## config.mk

```make
export PLATFORM = sky130hd
export DESIGN_NAME = interrupt_vector_mapper
export DESIGN_NICKNAME = d
export VERILOG_FILES = /design/src/design/vector_map_pkg.sv /design/src/design/level_sync.sv /design/src/design/level_arbiter.sv /design/src/design/interrupt_vector_mapper.sv
export SDC_FILE = /design/constraint.sdc
export NUM_CORES = 1
export LEC_CHECK = 0
export ABC_AREA = 1
export BUFFER_PORTS_ARGS = -buffer_cell sky130_fd_sc_hd__buf_2
export CORE_AREA = 5 5 206 208
export DETAILED_ROUTE_END_ITERATION = 10
export DIE_AREA = 0 0 211 213
export GPL_TIMING_DRIVEN = 0
export PLACE_DENSITY = 0.69
export SYNTH_ARGS = -nofsm -noshare
export SYNTH_HDL_FRONTEND = slang
export SYNTH_SLANG_ARGS = --single-unit
```

## constraint.sdc

```tcl
create_clock -name mclk_i -period 72.3 [get_ports mclk_i]
set_input_delay 7.23 -clock mclk_i [delete_from_list [all_inputs] [get_ports mclk_i]]
set_output_delay 7.23 -clock mclk_i [all_outputs]
set_load 0.03 [all_outputs]
```

## src/design/vector_map_pkg.sv

```systemverilog
package vector_map_pkg;

    // Vector numbering and table layout.
    localparam int        NUM_MASKABLE   = 48;
    localparam logic [7:0] FIRST_MASKABLE = 8'h10;
    localparam logic [7:0] VEC_RESET      = 8'h00;
    localparam logic [7:0] VEC_FETCH_PROT = 8'h06;
    localparam logic [7:0] VEC_DATA_PROT  = 8'h07;
    localparam logic [7:0] VEC_DATA_ERR   = 8'h08;
    localparam logic [7:0] VEC_UNDEF_OP   = 8'h0E;
    localparam logic [7:0] VEC_NMI        = 8'h0F;
    localparam logic [7:0] VEC_OS_FIRST   = 8'h40;
    localparam logic [7:0] VEC_SWI_FIRST  = 8'h42;
    localparam logic [9:0] OFFSET_TOP     = 10'h3FC;

    // Levels: a smaller value is more urgent, the all-ones value is off.
    localparam logic [4:0] LEVEL_EXC      = 5'h00;
    localparam logic [4:0] LEVEL_NMI      = 5'h0F;
    localparam logic [4:0] LEVEL_OFF      = 5'h1F;

    // Maskable vectors (index = vector - 16) that own a resource number.
    localparam logic [47:0] RN_PRESENT    = 48'h1E00_1FC3_FFFF;

    // Pulse generator channels on the shared timer vectors 40 to 44.
    localparam logic [47:0] PG_MASK_V40   = 48'h0300_C030_0C03;
    localparam logic [47:0] PG_MASK_V41   = 48'h0803_00C0_300C;
    localparam logic [47:0] PG_MASK_V42   = 48'h0000_0000_0000;
    localparam logic [47:0] PG_MASK_V43   = 48'h100C_0300_C030;
    localparam logic [47:0] PG_MASK_V44   = 48'h00C0_300C_0300;
    // Only pulse generator channels 0 to 23 may request a transfer.
    localparam logic [47:0] PG_DMA_OK     = 48'h0000_00FF_FFFF;

    typedef logic [4:0]                       level_t;
    typedef logic [NUM_MASKABLE-1:0][4:0]     level_table_t;

    // Core exception requests, held until entry is taken.
    typedef struct packed {
        logic fetch_prot;
        logic data_prot;
        logic data_err;
        logic undef_op;
    } exc_req_s;

    // Peripheral request lines in the processor clock domain.
    typedef struct packed {
        logic [7:0]  reload_tmr;
        logic [6:0]  uart_rx;
        logic [6:0]  uart_status;
        logic [6:0]  uart_tx;
        logic [2:0]  frt_event;
        logic [47:0] pulse_gen;
        logic [2:0]  ram_diag;
        logic [2:0]  bram_diag;
        logic [1:0]  ocu_match;
        logic [47:0] misc;
    } periph_req_s;

    // One exception entry handed to the core.
    typedef struct packed {
        logic [7:0]  vector;
        logic [31:0] address;
        level_t      level;
    } entry_s;

    typedef enum logic [1:0] {
        ST_RESET_FETCH,
        ST_IDLE,
        ST_WAIT_ACK
    } entry_state_e;

    // Table address of a vector: base plus 0x3FC minus four times vector.
    function automatic logic [31:0] vec_addr(input logic [31:0] base,
                                             input logic [7:0]  vec);
        logic [9:0] off;
        off = OFFSET_TOP - {vec, 2'b00};
        return base + {22'h00_0000, off};
    endfunction : vec_addr

endpackage : vector_map_pkg

```

## src/design/level_sync.sv

```systemverilog
`timescale 1ns/1ps
module level_sync #(
    parameter int WIDTH = 17
) (
    // Clock and reset.
    input  wire logic             mclk_i,
    input  wire logic             reset_i,
    // Asynchronous levels in, synchronised levels out.
    input  wire logic [WIDTH-1:0] async_i,
    output logic      [WIDTH-1:0] sync_o
);

    logic [WIDTH-1:0] stage1_reg;
    logic [WIDTH-1:0] stage2_reg;

    // The first stage feeds only the second, to let metastability settle.
    always_ff @(posedge mclk_i) begin
        if (reset_i) begin
            stage1_reg <= '0;
            stage2_reg <= '0;
        end else begin
            stage1_reg <= async_i;
            stage2_reg <= stage1_reg;
        end
    end

    assign sync_o = stage2_reg;

endmodule : level_sync

```

## src/design/level_arbiter.sv

```systemverilog
`timescale 1ns/1ps
module level_arbiter #(
    parameter int N = 48
) (
    // Pending maskable vectors and their level settings.
    input  wire logic [N-1:0]                    pending_i,
    input  wire logic [N-1:0][4:0]               level_i,
    // Winner: most urgent level, lowest vector on a tie.
    output logic                                 win_valid_o,
    output logic [5:0]                           win_idx_o,
    output vector_map_pkg::level_t               win_level_o
);

    // Scanning downward with <= lets the lower vector win a tie.
    always_comb begin
        win_valid_o = 1'b0;
        win_idx_o   = 6'h00;
        win_level_o = vector_map_pkg::LEVEL_OFF;
        for (int i = N - 1; i >= 0; i--) begin
            if (pending_i[i] && level_i[i] != vector_map_pkg::LEVEL_OFF &&
                level_i[i] <= win_level_o) begin
                win_valid_o = 1'b1;
                win_idx_o   = 6'(i);
                win_level_o = level_i[i];
            end
        end
    end

endmodule : level_arbiter

```

## src/design/interrupt_vector_mapper.sv

```systemverilog
// Notes on behaviour
// - Fetch protection violation: vector 6, offset 0x3E4.
// - Data protection violation: vector 7, offset 0x3E0.
// - Data access error: vector 8, offset 0x3DC, no transfer.
// - Undefined opcode: vector 14, offset 0x3C4.
// - Four non-maskable sources share vector 15 at level 15.
// - External lines 8-15 and low-voltage event share vector 17.
// - Low-voltage event never requests a transfer.
// - Serial ch.0 receive/status use vector 20, transmit vector 21.
// - Serial status events never request a transfer.
// - Vectors without resource number never request a transfer.
// - Reload timers 4-7 interrupt only; 0-3 may request transfers.
// - Pulse generator channels 24-47 never request a transfer.
// - Free-run timer 0 events: vector 40, resource 24.
// - RAM events: vector 35; backup RAM events: vector 36.
// - Compare channels 8 and 9: vector 59, resource 43.
// - Vectors 64 and 65 have no hardware source.
// - Vectors 66 to 255 come only from the software instruction.
`timescale 1ns/1ps
module interrupt_vector_mapper #(
    parameter int NUM_VEC = vector_map_pkg::NUM_MASKABLE
) (
    // Clock and reset.
    input  wire logic                          mclk_i,
    input  wire logic                          reset_i,
    // Table base and per-vector level settings from the core.
    input  wire logic [31:0]                   vector_table_base_i,
    input  wire vector_map_pkg::level_table_t  vector_level_register_i,
    input  wire vector_map_pkg::level_t        cpu_level_mask_i,
    // Core exception requests and software interrupt instruction.
    input  wire vector_map_pkg::exc_req_s      exc_i,
    input  wire logic                          swi_req_i,
    input  wire logic [7:0]                    swi_vector_i,
    // Non-maskable sources: bus diag, crossbar_ram, backup RAM, unit.
    input  wire logic [3:0]                    nmi_src_i,
    // Pins: external interrupt lines and low-voltage detector.
    input  wire logic [15:0]                   ext_int_i,
    input  wire logic                          lvd_i,
    // Peripheral request lines in the processor clock domain.
    input  wire vector_map_pkg::periph_req_s   periph_i,
    // Exception entry handshake with the core.
    input  wire logic                          entry_ack_i,
    output logic                               entry_valid_o,
    output vector_map_pkg::entry_s             entry_o,
    output logic                               swi_reject_o,
    // Transfer requests, one per dma_resource_number.
    output logic [NUM_VEC-1:0]                 dma_req_o
);

    // Synchronised pins.
    logic [15:0]                 ext_int_s;
    logic                        lvd_s;

    // Per-vector request and transfer terms, index = vector - 16.
    logic [NUM_VEC-1:0]          spec_irq;
    logic [NUM_VEC-1:0]          spec_dma;
    logic [NUM_VEC-1:0]          vec_irq;
    logic [NUM_VEC-1:0]          vec_dma;

    // Arbiter result for the maskable vectors.
    logic                        win_valid;
    logic [5:0]                  win_idx;
    vector_map_pkg::level_t      win_level;

    // Entry selection.
    logic                        sel_valid;
    logic [7:0]                  sel_vec;
    vector_map_pkg::level_t      sel_level;
    logic                        swi_ok;

    // State and output registers.
    vector_map_pkg::entry_state_e state_reg;
    vector_map_pkg::entry_state_e state_next;
    logic                        entry_valid_reg;
    vector_map_pkg::entry_s      entry_reg;
    logic                        swi_reject_reg;
    logic [NUM_VEC-1:0]          dma_req_reg;

    // The external lines and the detector come straight off pins.
    level_sync #(
        .WIDTH (17)
    ) u_pin_sync (
        .mclk_i  (mclk_i),
        .reset_i (reset_i),
        .async_i ({lvd_i, ext_int_i}),
        .sync_o  ({lvd_s, ext_int_s})
    );

    // Specific sources per vector; the rest stay low here
    // and may arrive on the misc lines.
    always_comb begin
        spec_irq = '0;
        spec_dma = '0;
        // Vector 16: external lines 0 to 7.
        spec_irq[0] = |ext_int_s[7:0];
        spec_dma[0] = |ext_int_s[7:0];
        // Vector 17: lines 8 to 15 plus the detector.
        spec_irq[1] = |ext_int_s[15:8] | lvd_s;
        spec_dma[1] = |ext_int_s[15:8];
        // Vectors 18 and 19: reload timers, upper four interrupt only.
        spec_irq[2] = periph_i.reload_tmr[0] | periph_i.reload_tmr[1] |
                      periph_i.reload_tmr[4] | periph_i.reload_tmr[5];
        spec_dma[2] = periph_i.reload_tmr[0] | periph_i.reload_tmr[1];
        spec_irq[3] = periph_i.reload_tmr[2] | periph_i.reload_tmr[3] |
                      periph_i.reload_tmr[6] | periph_i.reload_tmr[7];
        spec_dma[3] = periph_i.reload_tmr[2] | periph_i.reload_tmr[3];
        // The two lines above drop timers 4 to 7.
        // Vectors 20 to 33: serial channels 0 to 6, a pair each.
        for (int c = 0; c < 7; c++) begin
            spec_irq[4 + 2*c] = periph_i.uart_rx[c] |
                                periph_i.uart_status[c];
            spec_dma[4 + 2*c] = periph_i.uart_rx[c];
            spec_irq[5 + 2*c] = periph_i.uart_tx[c];
            spec_dma[5 + 2*c] = periph_i.uart_tx[c];
        end
        // Vectors 35 and 36: main and backup RAM diagnosis events.
        spec_irq[19] = |periph_i.ram_diag;
        spec_irq[20] = |periph_i.bram_diag;
        // Vectors 40 to 44: free-run timers 0 to 2 on 40 to 42, pulse generators on 40, 41, 43 and 44.
        spec_irq[24] = periph_i.frt_event[0] |
                       |(periph_i.pulse_gen &
                         vector_map_pkg::PG_MASK_V40);
        spec_dma[24] = periph_i.frt_event[0] |
                       |(periph_i.pulse_gen & vector_map_pkg::PG_MASK_V40 &
                         vector_map_pkg::PG_DMA_OK);
        spec_irq[25] = periph_i.frt_event[1] |
                       |(periph_i.pulse_gen & vector_map_pkg::PG_MASK_V41);
        spec_dma[25] = periph_i.frt_event[1] |
                       |(periph_i.pulse_gen & vector_map_pkg::PG_MASK_V41 &
                         vector_map_pkg::PG_DMA_OK);
        spec_irq[26] = periph_i.frt_event[2] |
                       |(periph_i.pulse_gen & vector_map_pkg::PG_MASK_V42);
        spec_dma[26] = periph_i.frt_event[2];
        spec_irq[27] = |(periph_i.pulse_gen & vector_map_pkg::PG_MASK_V43);
        spec_dma[27] = |(periph_i.pulse_gen & vector_map_pkg::PG_MASK_V43 &
                         vector_map_pkg::PG_DMA_OK);
        spec_irq[28] = |(periph_i.pulse_gen & vector_map_pkg::PG_MASK_V44);
        spec_dma[28] = |(periph_i.pulse_gen & vector_map_pkg::PG_MASK_V44 &
                         vector_map_pkg::PG_DMA_OK);
        // Vector 59: output_compare_channel 8 and 9 match.
        spec_irq[43] = |periph_i.ocu_match;
        spec_dma[43] = |periph_i.ocu_match;
    end

    // Each maskable vector merges its generic line; a transfer request
    // is only ever formed where the vector owns a resource number.
    generate
        for (genvar v = 0; v < NUM_VEC; v++) begin : g_vec
            assign vec_irq[v] = spec_irq[v] | periph_i.misc[v];
            assign vec_dma[v] = vector_map_pkg::RN_PRESENT[v] &
                                (spec_dma[v] | periph_i.misc[v]);
        end
    endgenerate

    // All sources sharing a vector compete under that one level.
    level_arbiter #(
        .N (NUM_VEC)
    ) u_arb (
        .pending_i   (vec_irq),
        .level_i     (vector_level_register_i),
        .win_valid_o (win_valid),
        .win_idx_o   (win_idx),
        .win_level_o (win_level)
    );

    // Only vectors 66 and up may be raised by the instruction; the two
    // reserved vectors below have no source.
    assign swi_ok = swi_req_i &&
                    swi_vector_i >= vector_map_pkg::VEC_SWI_FIRST;

    // Entry priority: core exceptions by number, then the non-maskable
    // vector, then the instruction, then the most urgent maskable one.
    always_comb begin
        sel_valid = 1'b1;
        sel_vec   = vector_map_pkg::VEC_RESET;
        sel_level = vector_map_pkg::LEVEL_EXC;
        if (exc_i.fetch_prot) begin
            sel_vec = vector_map_pkg::VEC_FETCH_PROT;
        end else if (exc_i.data_prot) begin
            sel_vec = vector_map_pkg::VEC_DATA_PROT;
        end else if (exc_i.data_err) begin
            sel_vec = vector_map_pkg::VEC_DATA_ERR;
        end else if (exc_i.undef_op) begin
            sel_vec = vector_map_pkg::VEC_UNDEF_OP;
        end else if (|nmi_src_i) begin
            sel_vec   = vector_map_pkg::VEC_NMI;
            sel_level = vector_map_pkg::LEVEL_NMI;
        end else if (swi_ok) begin
            sel_vec = swi_vector_i;
        end else if (win_valid && win_level < cpu_level_mask_i) begin
            sel_vec   = vector_map_pkg::FIRST_MASKABLE + {2'b00, win_idx};
            sel_level = win_level;
        end else begin
            sel_valid = 1'b0;
        end
    end

    // Entry state: the reset vector is offered first, then one entry at
    // a time is held until the core acknowledges it.
    always_comb begin
        state_next = state_reg;
        case (state_reg)
            vector_map_pkg::ST_RESET_FETCH: begin
                if (entry_ack_i) begin
                    state_next = vector_map_pkg::ST_IDLE;
                end
            end
            vector_map_pkg::ST_IDLE: begin
                if (sel_valid) begin
                    state_next = vector_map_pkg::ST_WAIT_ACK;
                end
            end
            vector_map_pkg::ST_WAIT_ACK: begin
                if (entry_ack_i) begin
                    state_next = vector_map_pkg::ST_IDLE;
                end
            end
            default: begin
                state_next = vector_map_pkg::ST_IDLE;
            end
        endcase
    end

    always_ff @(posedge mclk_i) begin
        if (reset_i) begin
            state_reg <= vector_map_pkg::ST_RESET_FETCH;
        end else begin
            state_reg <= state_next;
        end
    end

    // Entry registers.  The choice is frozen while waiting, so a more
    // urgent late request waits for the next entry; this keeps
    // the address stable for the whole fetch.
    always_ff @(posedge mclk_i) begin
        if (reset_i) begin
            entry_valid_reg   <= 1'b1;
            entry_reg.vector  <= vector_map_pkg::VEC_RESET;
            entry_reg.address <= 32'h0000_0000;
            entry_reg.level   <= vector_map_pkg::LEVEL_EXC;
        end else if (state_reg == vector_map_pkg::ST_RESET_FETCH) begin
            entry_valid_reg   <= ~entry_ack_i;
            entry_reg.address <= vector_map_pkg::vec_addr(
                                     vector_table_base_i,
                                     vector_map_pkg::VEC_RESET);
        end else if (state_reg == vector_map_pkg::ST_IDLE) begin
            entry_valid_reg <= sel_valid;
            if (sel_valid) begin
                entry_reg.vector  <= sel_vec;
                entry_reg.address <= vector_map_pkg::vec_addr(
                                         vector_table_base_i,
                                         sel_vec);
                entry_reg.level   <= sel_level;
            end
        end else if (entry_ack_i) begin
            entry_valid_reg <= 1'b0;
        end
    end

    // An instruction request for a vector below 66 is refused and
    // flagged one cycle later, for as long as it stands; the core decides what follows.
    // It leaves no state behind.
    always_ff @(posedge mclk_i) begin
        if (reset_i) begin
            swi_reject_reg <= 1'b0;
        end else begin
            swi_reject_reg <= swi_req_i && !swi_ok;
        end
    end

    // Transfer requests follow their sources as levels, one cycle late (three for the pin lines, behind the sync flops),
    // whether or not the core has taken the vector.
    always_ff @(posedge mclk_i) begin
        if (reset_i) begin
            dma_req_reg <= '0;
        end else begin
            dma_req_reg <= vec_dma;
        end
    end

    assign entry_valid_o = entry_valid_reg;
    assign entry_o       = entry_reg;
    assign swi_reject_o  = swi_reject_reg;
    assign dma_req_o     = dma_req_reg;

endmodule : interrupt_vector_mapper

```

==> impl_summary.md <==
CTS
The clock tree synthesis step divided the H-tree into 3 levels. Buffers inserted during clock tree synthesis total 9. Clock-pin slew was measured on the worst setup and hold paths at 90 ps. CTS saw 112 sinks. The maximum count of clock buffers along a single path is 2. The clock insertion delay at the later pin of the skew report is 400 ps. In this run the clock root is driven by a sky130_fd_sc_hd__clkbuf_16. TritonCTS built the clock tree.

Logic synthesis
After technology mapping, the gate count stands at 2,864. The number of enable-type register cells in the synthesized netlist is 0. After Yosys synthesis, full adders, half adders and majority gates account for 14.9% of the synthesized area. The post-synthesis simple-gate area fraction is 42.1%. In the synthesized netlist the dominant register cell turns out to be sky130_fd_sc_hd__dfxtp_1. After synthesis, the largest family of logic cells by area is simple AND/OR/NAND/NOR gates. The mean cell area of the mapped netlist is 6.08 sq um. After synthesis, flip-flops and latches occupy 12.9% of the total area. Yosys printed 0 warnings. Sorting the synthesized cells by how often they occur yields sky130_fd_sc_hd__nand2_1 (616), sky130_fd_sc_hd__inv_1 (435), sky130_fd_sc_hd__nand3_1 (285), sky130_fd_sc_hd__nor2_1 (254), sky130_fd_sc_hd__o21ai_0 (222). The share of the synthesized netlist area taken by xor and xnor gates is 1.51%. The most area-hungry cell type in the Yosys netlist is sky130_fd_sc_hd__ha_1. The top cell type's share of synthesized area is 14.8%. The multiplexer fraction of the synthesized cell area is 0.0575%. After synthesis the cells add up to 0.0174 sq mm.

In this run, distinct cell masters in the synthesized netlist total 62. In the post-synthesis netlist, the biggest area contributors are sky130_fd_sc_hd__ha_1 (15%), sky130_fd_sc_hd__nand2_1 (13%), sky130_fd_sc_hd__dfxtp_1 (13%), sky130_fd_sc_hd__inv_1 (9.4%), sky130_fd_sc_hd__nand3_1 (8.2%). The cell with the most instances after synthesis is sky130_fd_sc_hd__nand2_1.

The share of synthesized registers carrying an async set or reset is 0%. The compound-gate portion of the synthesized area is 13.4%. After synthesis the netlist holds a flip-flop and latch count of 112.

Setup path
The largest stage delay on the critical path is 360 ps. The logic depth of the worst register-to-register path is 45. The most numerous cell on the critical path is sky130_fd_sc_hd__nand2_1.

The number of buffers and inverters on the critical path is 122. At the worst endpoint, the arrival time is 69,870 ps. The cell family with the largest share of critical-path delay is simple AND/OR/NAND/NOR gates. The critical path in this run is classified as in2reg. The category of the worst setup path launch point is a primary input.

Setup slack on the worst reg-to-reg path comes out at 66,410 ps. In this run the critical register-to-register path is captured at entry_o[21]$_SDFFE_PP0P_. The most critical setup path has its startpoint at vector_level_register_i[238]. The worst register-to-register path begins at u_pin_sync.sync_o[9]$_SDFF_PP0_. The worst setup path is captured at a flop.

STA puts the critical path data required time at 72,600 ps. The maximum net fanout on the critical path is 9. The cell at the slowest stage of the critical path is sky130_fd_sc_hd__fa_2.

Global routing
The remaining global-route overflow is 0. The global-route wire length before repair is 91,200 um. Entering global routing, the biggest net connects 20 pins. Global routing consumed, over all layers together, 25.0% of the routing resources. The initial antenna violation count is 26. The number of global-route vias before repair is 18,500.

Die
The top-level port count is 545. The initial cell density of the core is 43.1%. The width of the chip is 211 um. The region available for standard cell placement spans 0.0404 sq mm. The floorplan step defined a die boundary enclosing 0.0449 sq mm. The y dimension of the die is 213 um.

The floorplan has 74 rows.

Drt
In the final routed layout, each cell accounts on average for 16.0 um. The length of the first detailed-routing pass in iterations is 6. After the first detailed-routing iteration, the DRC count stood at 1,154. In the routed layout, each cell is associated on average with a via count of 5.17.

In the routed design, unresolved DRC markers number 0. In this run the remaining antenna-violating nets after routing total 0. The total number of vias is 21,200. For this block, the routed nets add up to 65,600 um of wire.

Cells and area
The net count of the finished layout is 4,206. Counting the fill cells in the layout gives 3,875. At the end of the flow the core is filled with cells to 60.6%.

The flip-flop count of the largest register, all copies and words added is 45. Relative to the synthesized area, the layout overhead comes to 40.4%. The post-route cell area is 0.0244 sq mm. The ratio of cells with drive above 1 in the final layout is 37.6%.

Placed design
The total placed instance area is 0.0207 sq mm. The routability congestion estimate is 0.951. Once detailed placement completed, the half-perimeter wirelength came to 51,800 um.

The count of input and output buffers is 512.

Timing
The normalized max-slew margin is 18.5%. The total count of max-transition violations in the final report is 0. The final period demand of the worst path is 69,570 ps. Based on the critical path, the design can be clocked at up to 14.4 MHz. The number of hold-slack violations in the final timing report is 0. The sum of negative setup slack is 0 ps.

Setup violations remaining at the end of the flow were counted as 0. The post-route fraction of the period consumed by the critical path is 96.2%. The worst clock skew is 17.9 ps.

The transition at the pin with the smallest max-transition slack is 1220 ps.

Hold path
The instance count along the most critical hold path is 2. The end point of the worst hold path is u_pin_sync.sync_o[9]$_SDFF_PP0_. The startpoint of the lowest-slack hold path is u_pin_sync.stage1_reg[9]$_SDFF_PP0_. The type of the most critical hold path is reg2reg.

Run
Max-cap violations in this run came to 0.

Run status
The run finished with clean final reports.
## metal layers
metal / vias to the layer above / share of wire (%) / GRT usage, %
li1: 10900 / - / -
met1: 9589 / 40 / 30.0
met2: 628 / 50 / 45.3
met3: 122 / 6.4 / 4.76
met4: 22 / 3.0 / 7.36
met5: - / 0.18 / 0
## worst reg2reg max path, delay by kind of cell (launching register included)
kind	cells	cell delay, ps
buf+inv	7	710
simple gates	22	2010
compound gates	11	1600
fa+ha+maj	4	1040
xor+xnor	1	150
flops	1	300
## cell families (layout without fill, tap and decap cells)
logic type,Yosys count,after routing
xor+xnor,30,30
buf+inv,548,1216
mux,1,1
flops,112,112
simple gates,1570,1574
fa+ha+maj,207,207
other cells,1,35
compound gates,395,395
## stage by stage
| stage | hold WS, ps | std cells | worst slack, ps |
|---|---|---|---|
| 3_5_place_dp | 393 | 3926 | -5600 |
| 5_1_grt | 423 | 4096 | -1980 |
| 3_3_place_gp | 390 | 3926 | -5100 |
| 2_1_floorplan | 388 | 2882 | 4170 |
| 4_1_cts | 407 | 3950 | 29.5 |
| 6_report | 405 | 4102 | 2730 |
## cell type report
class	count	area [sq um]	area share (%)
Antenna cell	16	40.0	0.164
Buffer	87	955	3.91
Clock buffer	11	253	1.03
Clock inverter	5	51.3	0.210
Inverter	458	1720	7.04
Multi-Input combinational cell	2226	14700	60.3
Sequential cell	112	2240	9.17
Tap cell	532	666	2.72
Timing Repair Buffer	654	3780	15.5
Timing Repair inverter	1	7.51	0.0307
## layout by cell type (no fill, tap or decap), types with 21 or more instances in the layout
master and instances:
sky130_fd_sc_hd__buf_8 21, sky130_fd_sc_hd__nand3_1 283, sky130_fd_sc_hd__o21ai_1 29, sky130_fd_sc_hd__buf_2 526
sky130_fd_sc_hd__nand2_1 532, sky130_fd_sc_hd__nor3_1 62, sky130_fd_sc_hd__ha_1 161, sky130_fd_sc_hd__o21ai_0 96
sky130_fd_sc_hd__a21oi_2 23, sky130_fd_sc_hd__nor2_2 45, sky130_fd_sc_hd__o21ai_4 34, sky130_fd_sc_hd__inv_1 432
sky130_fd_sc_hd__inv_2 23, sky130_fd_sc_hd__nand2_2 189, sky130_fd_sc_hd__dfxtp_1 112, sky130_fd_sc_hd__nand2_4 47
sky130_fd_sc_hd__o21ai_2 72, sky130_fd_sc_hd__a221oi_2 27, sky130_fd_sc_hd__ha_4 43, sky130_fd_sc_hd__buf_4 137
sky130_fd_sc_hd__buf_6 31, sky130_fd_sc_hd__xor2_1 22, sky130_fd_sc_hd__a21oi_1 44, sky130_fd_sc_hd__nor2_1 223
sky130_fd_sc_hd__nand4_1 115
## repair_timing
item,CTS,global route
hold buffers,0,0
pin swaps,3,173
endpoints found under the setup margin,48,48
buffers inserted,8,110
gates cloned,0,29
gates resized for setup,124,465
## worst max path at each step
stage                                     to  slack [ps]  depth (start not counted)
CTS                 entry_o[22]$_SDFFE_PP0P_          30                        526
global placement    entry_o[30]$_SDFFE_PP0P_       -5100                        523
floorplan           entry_o[30]$_SDFFE_PP0P_        4170                        522
finish              entry_o[21]$_SDFFE_PP0P_        2730                        557
detailed placement  entry_o[21]$_SDFFE_PP0P_       -5600                        525
global route        entry_o[22]$_SDFFE_PP0P_       -1980                        557
Power is left out: the tool's default activity adds up to more than one toggle a clock period on the data nets, which glitch-free logic cannot reach.
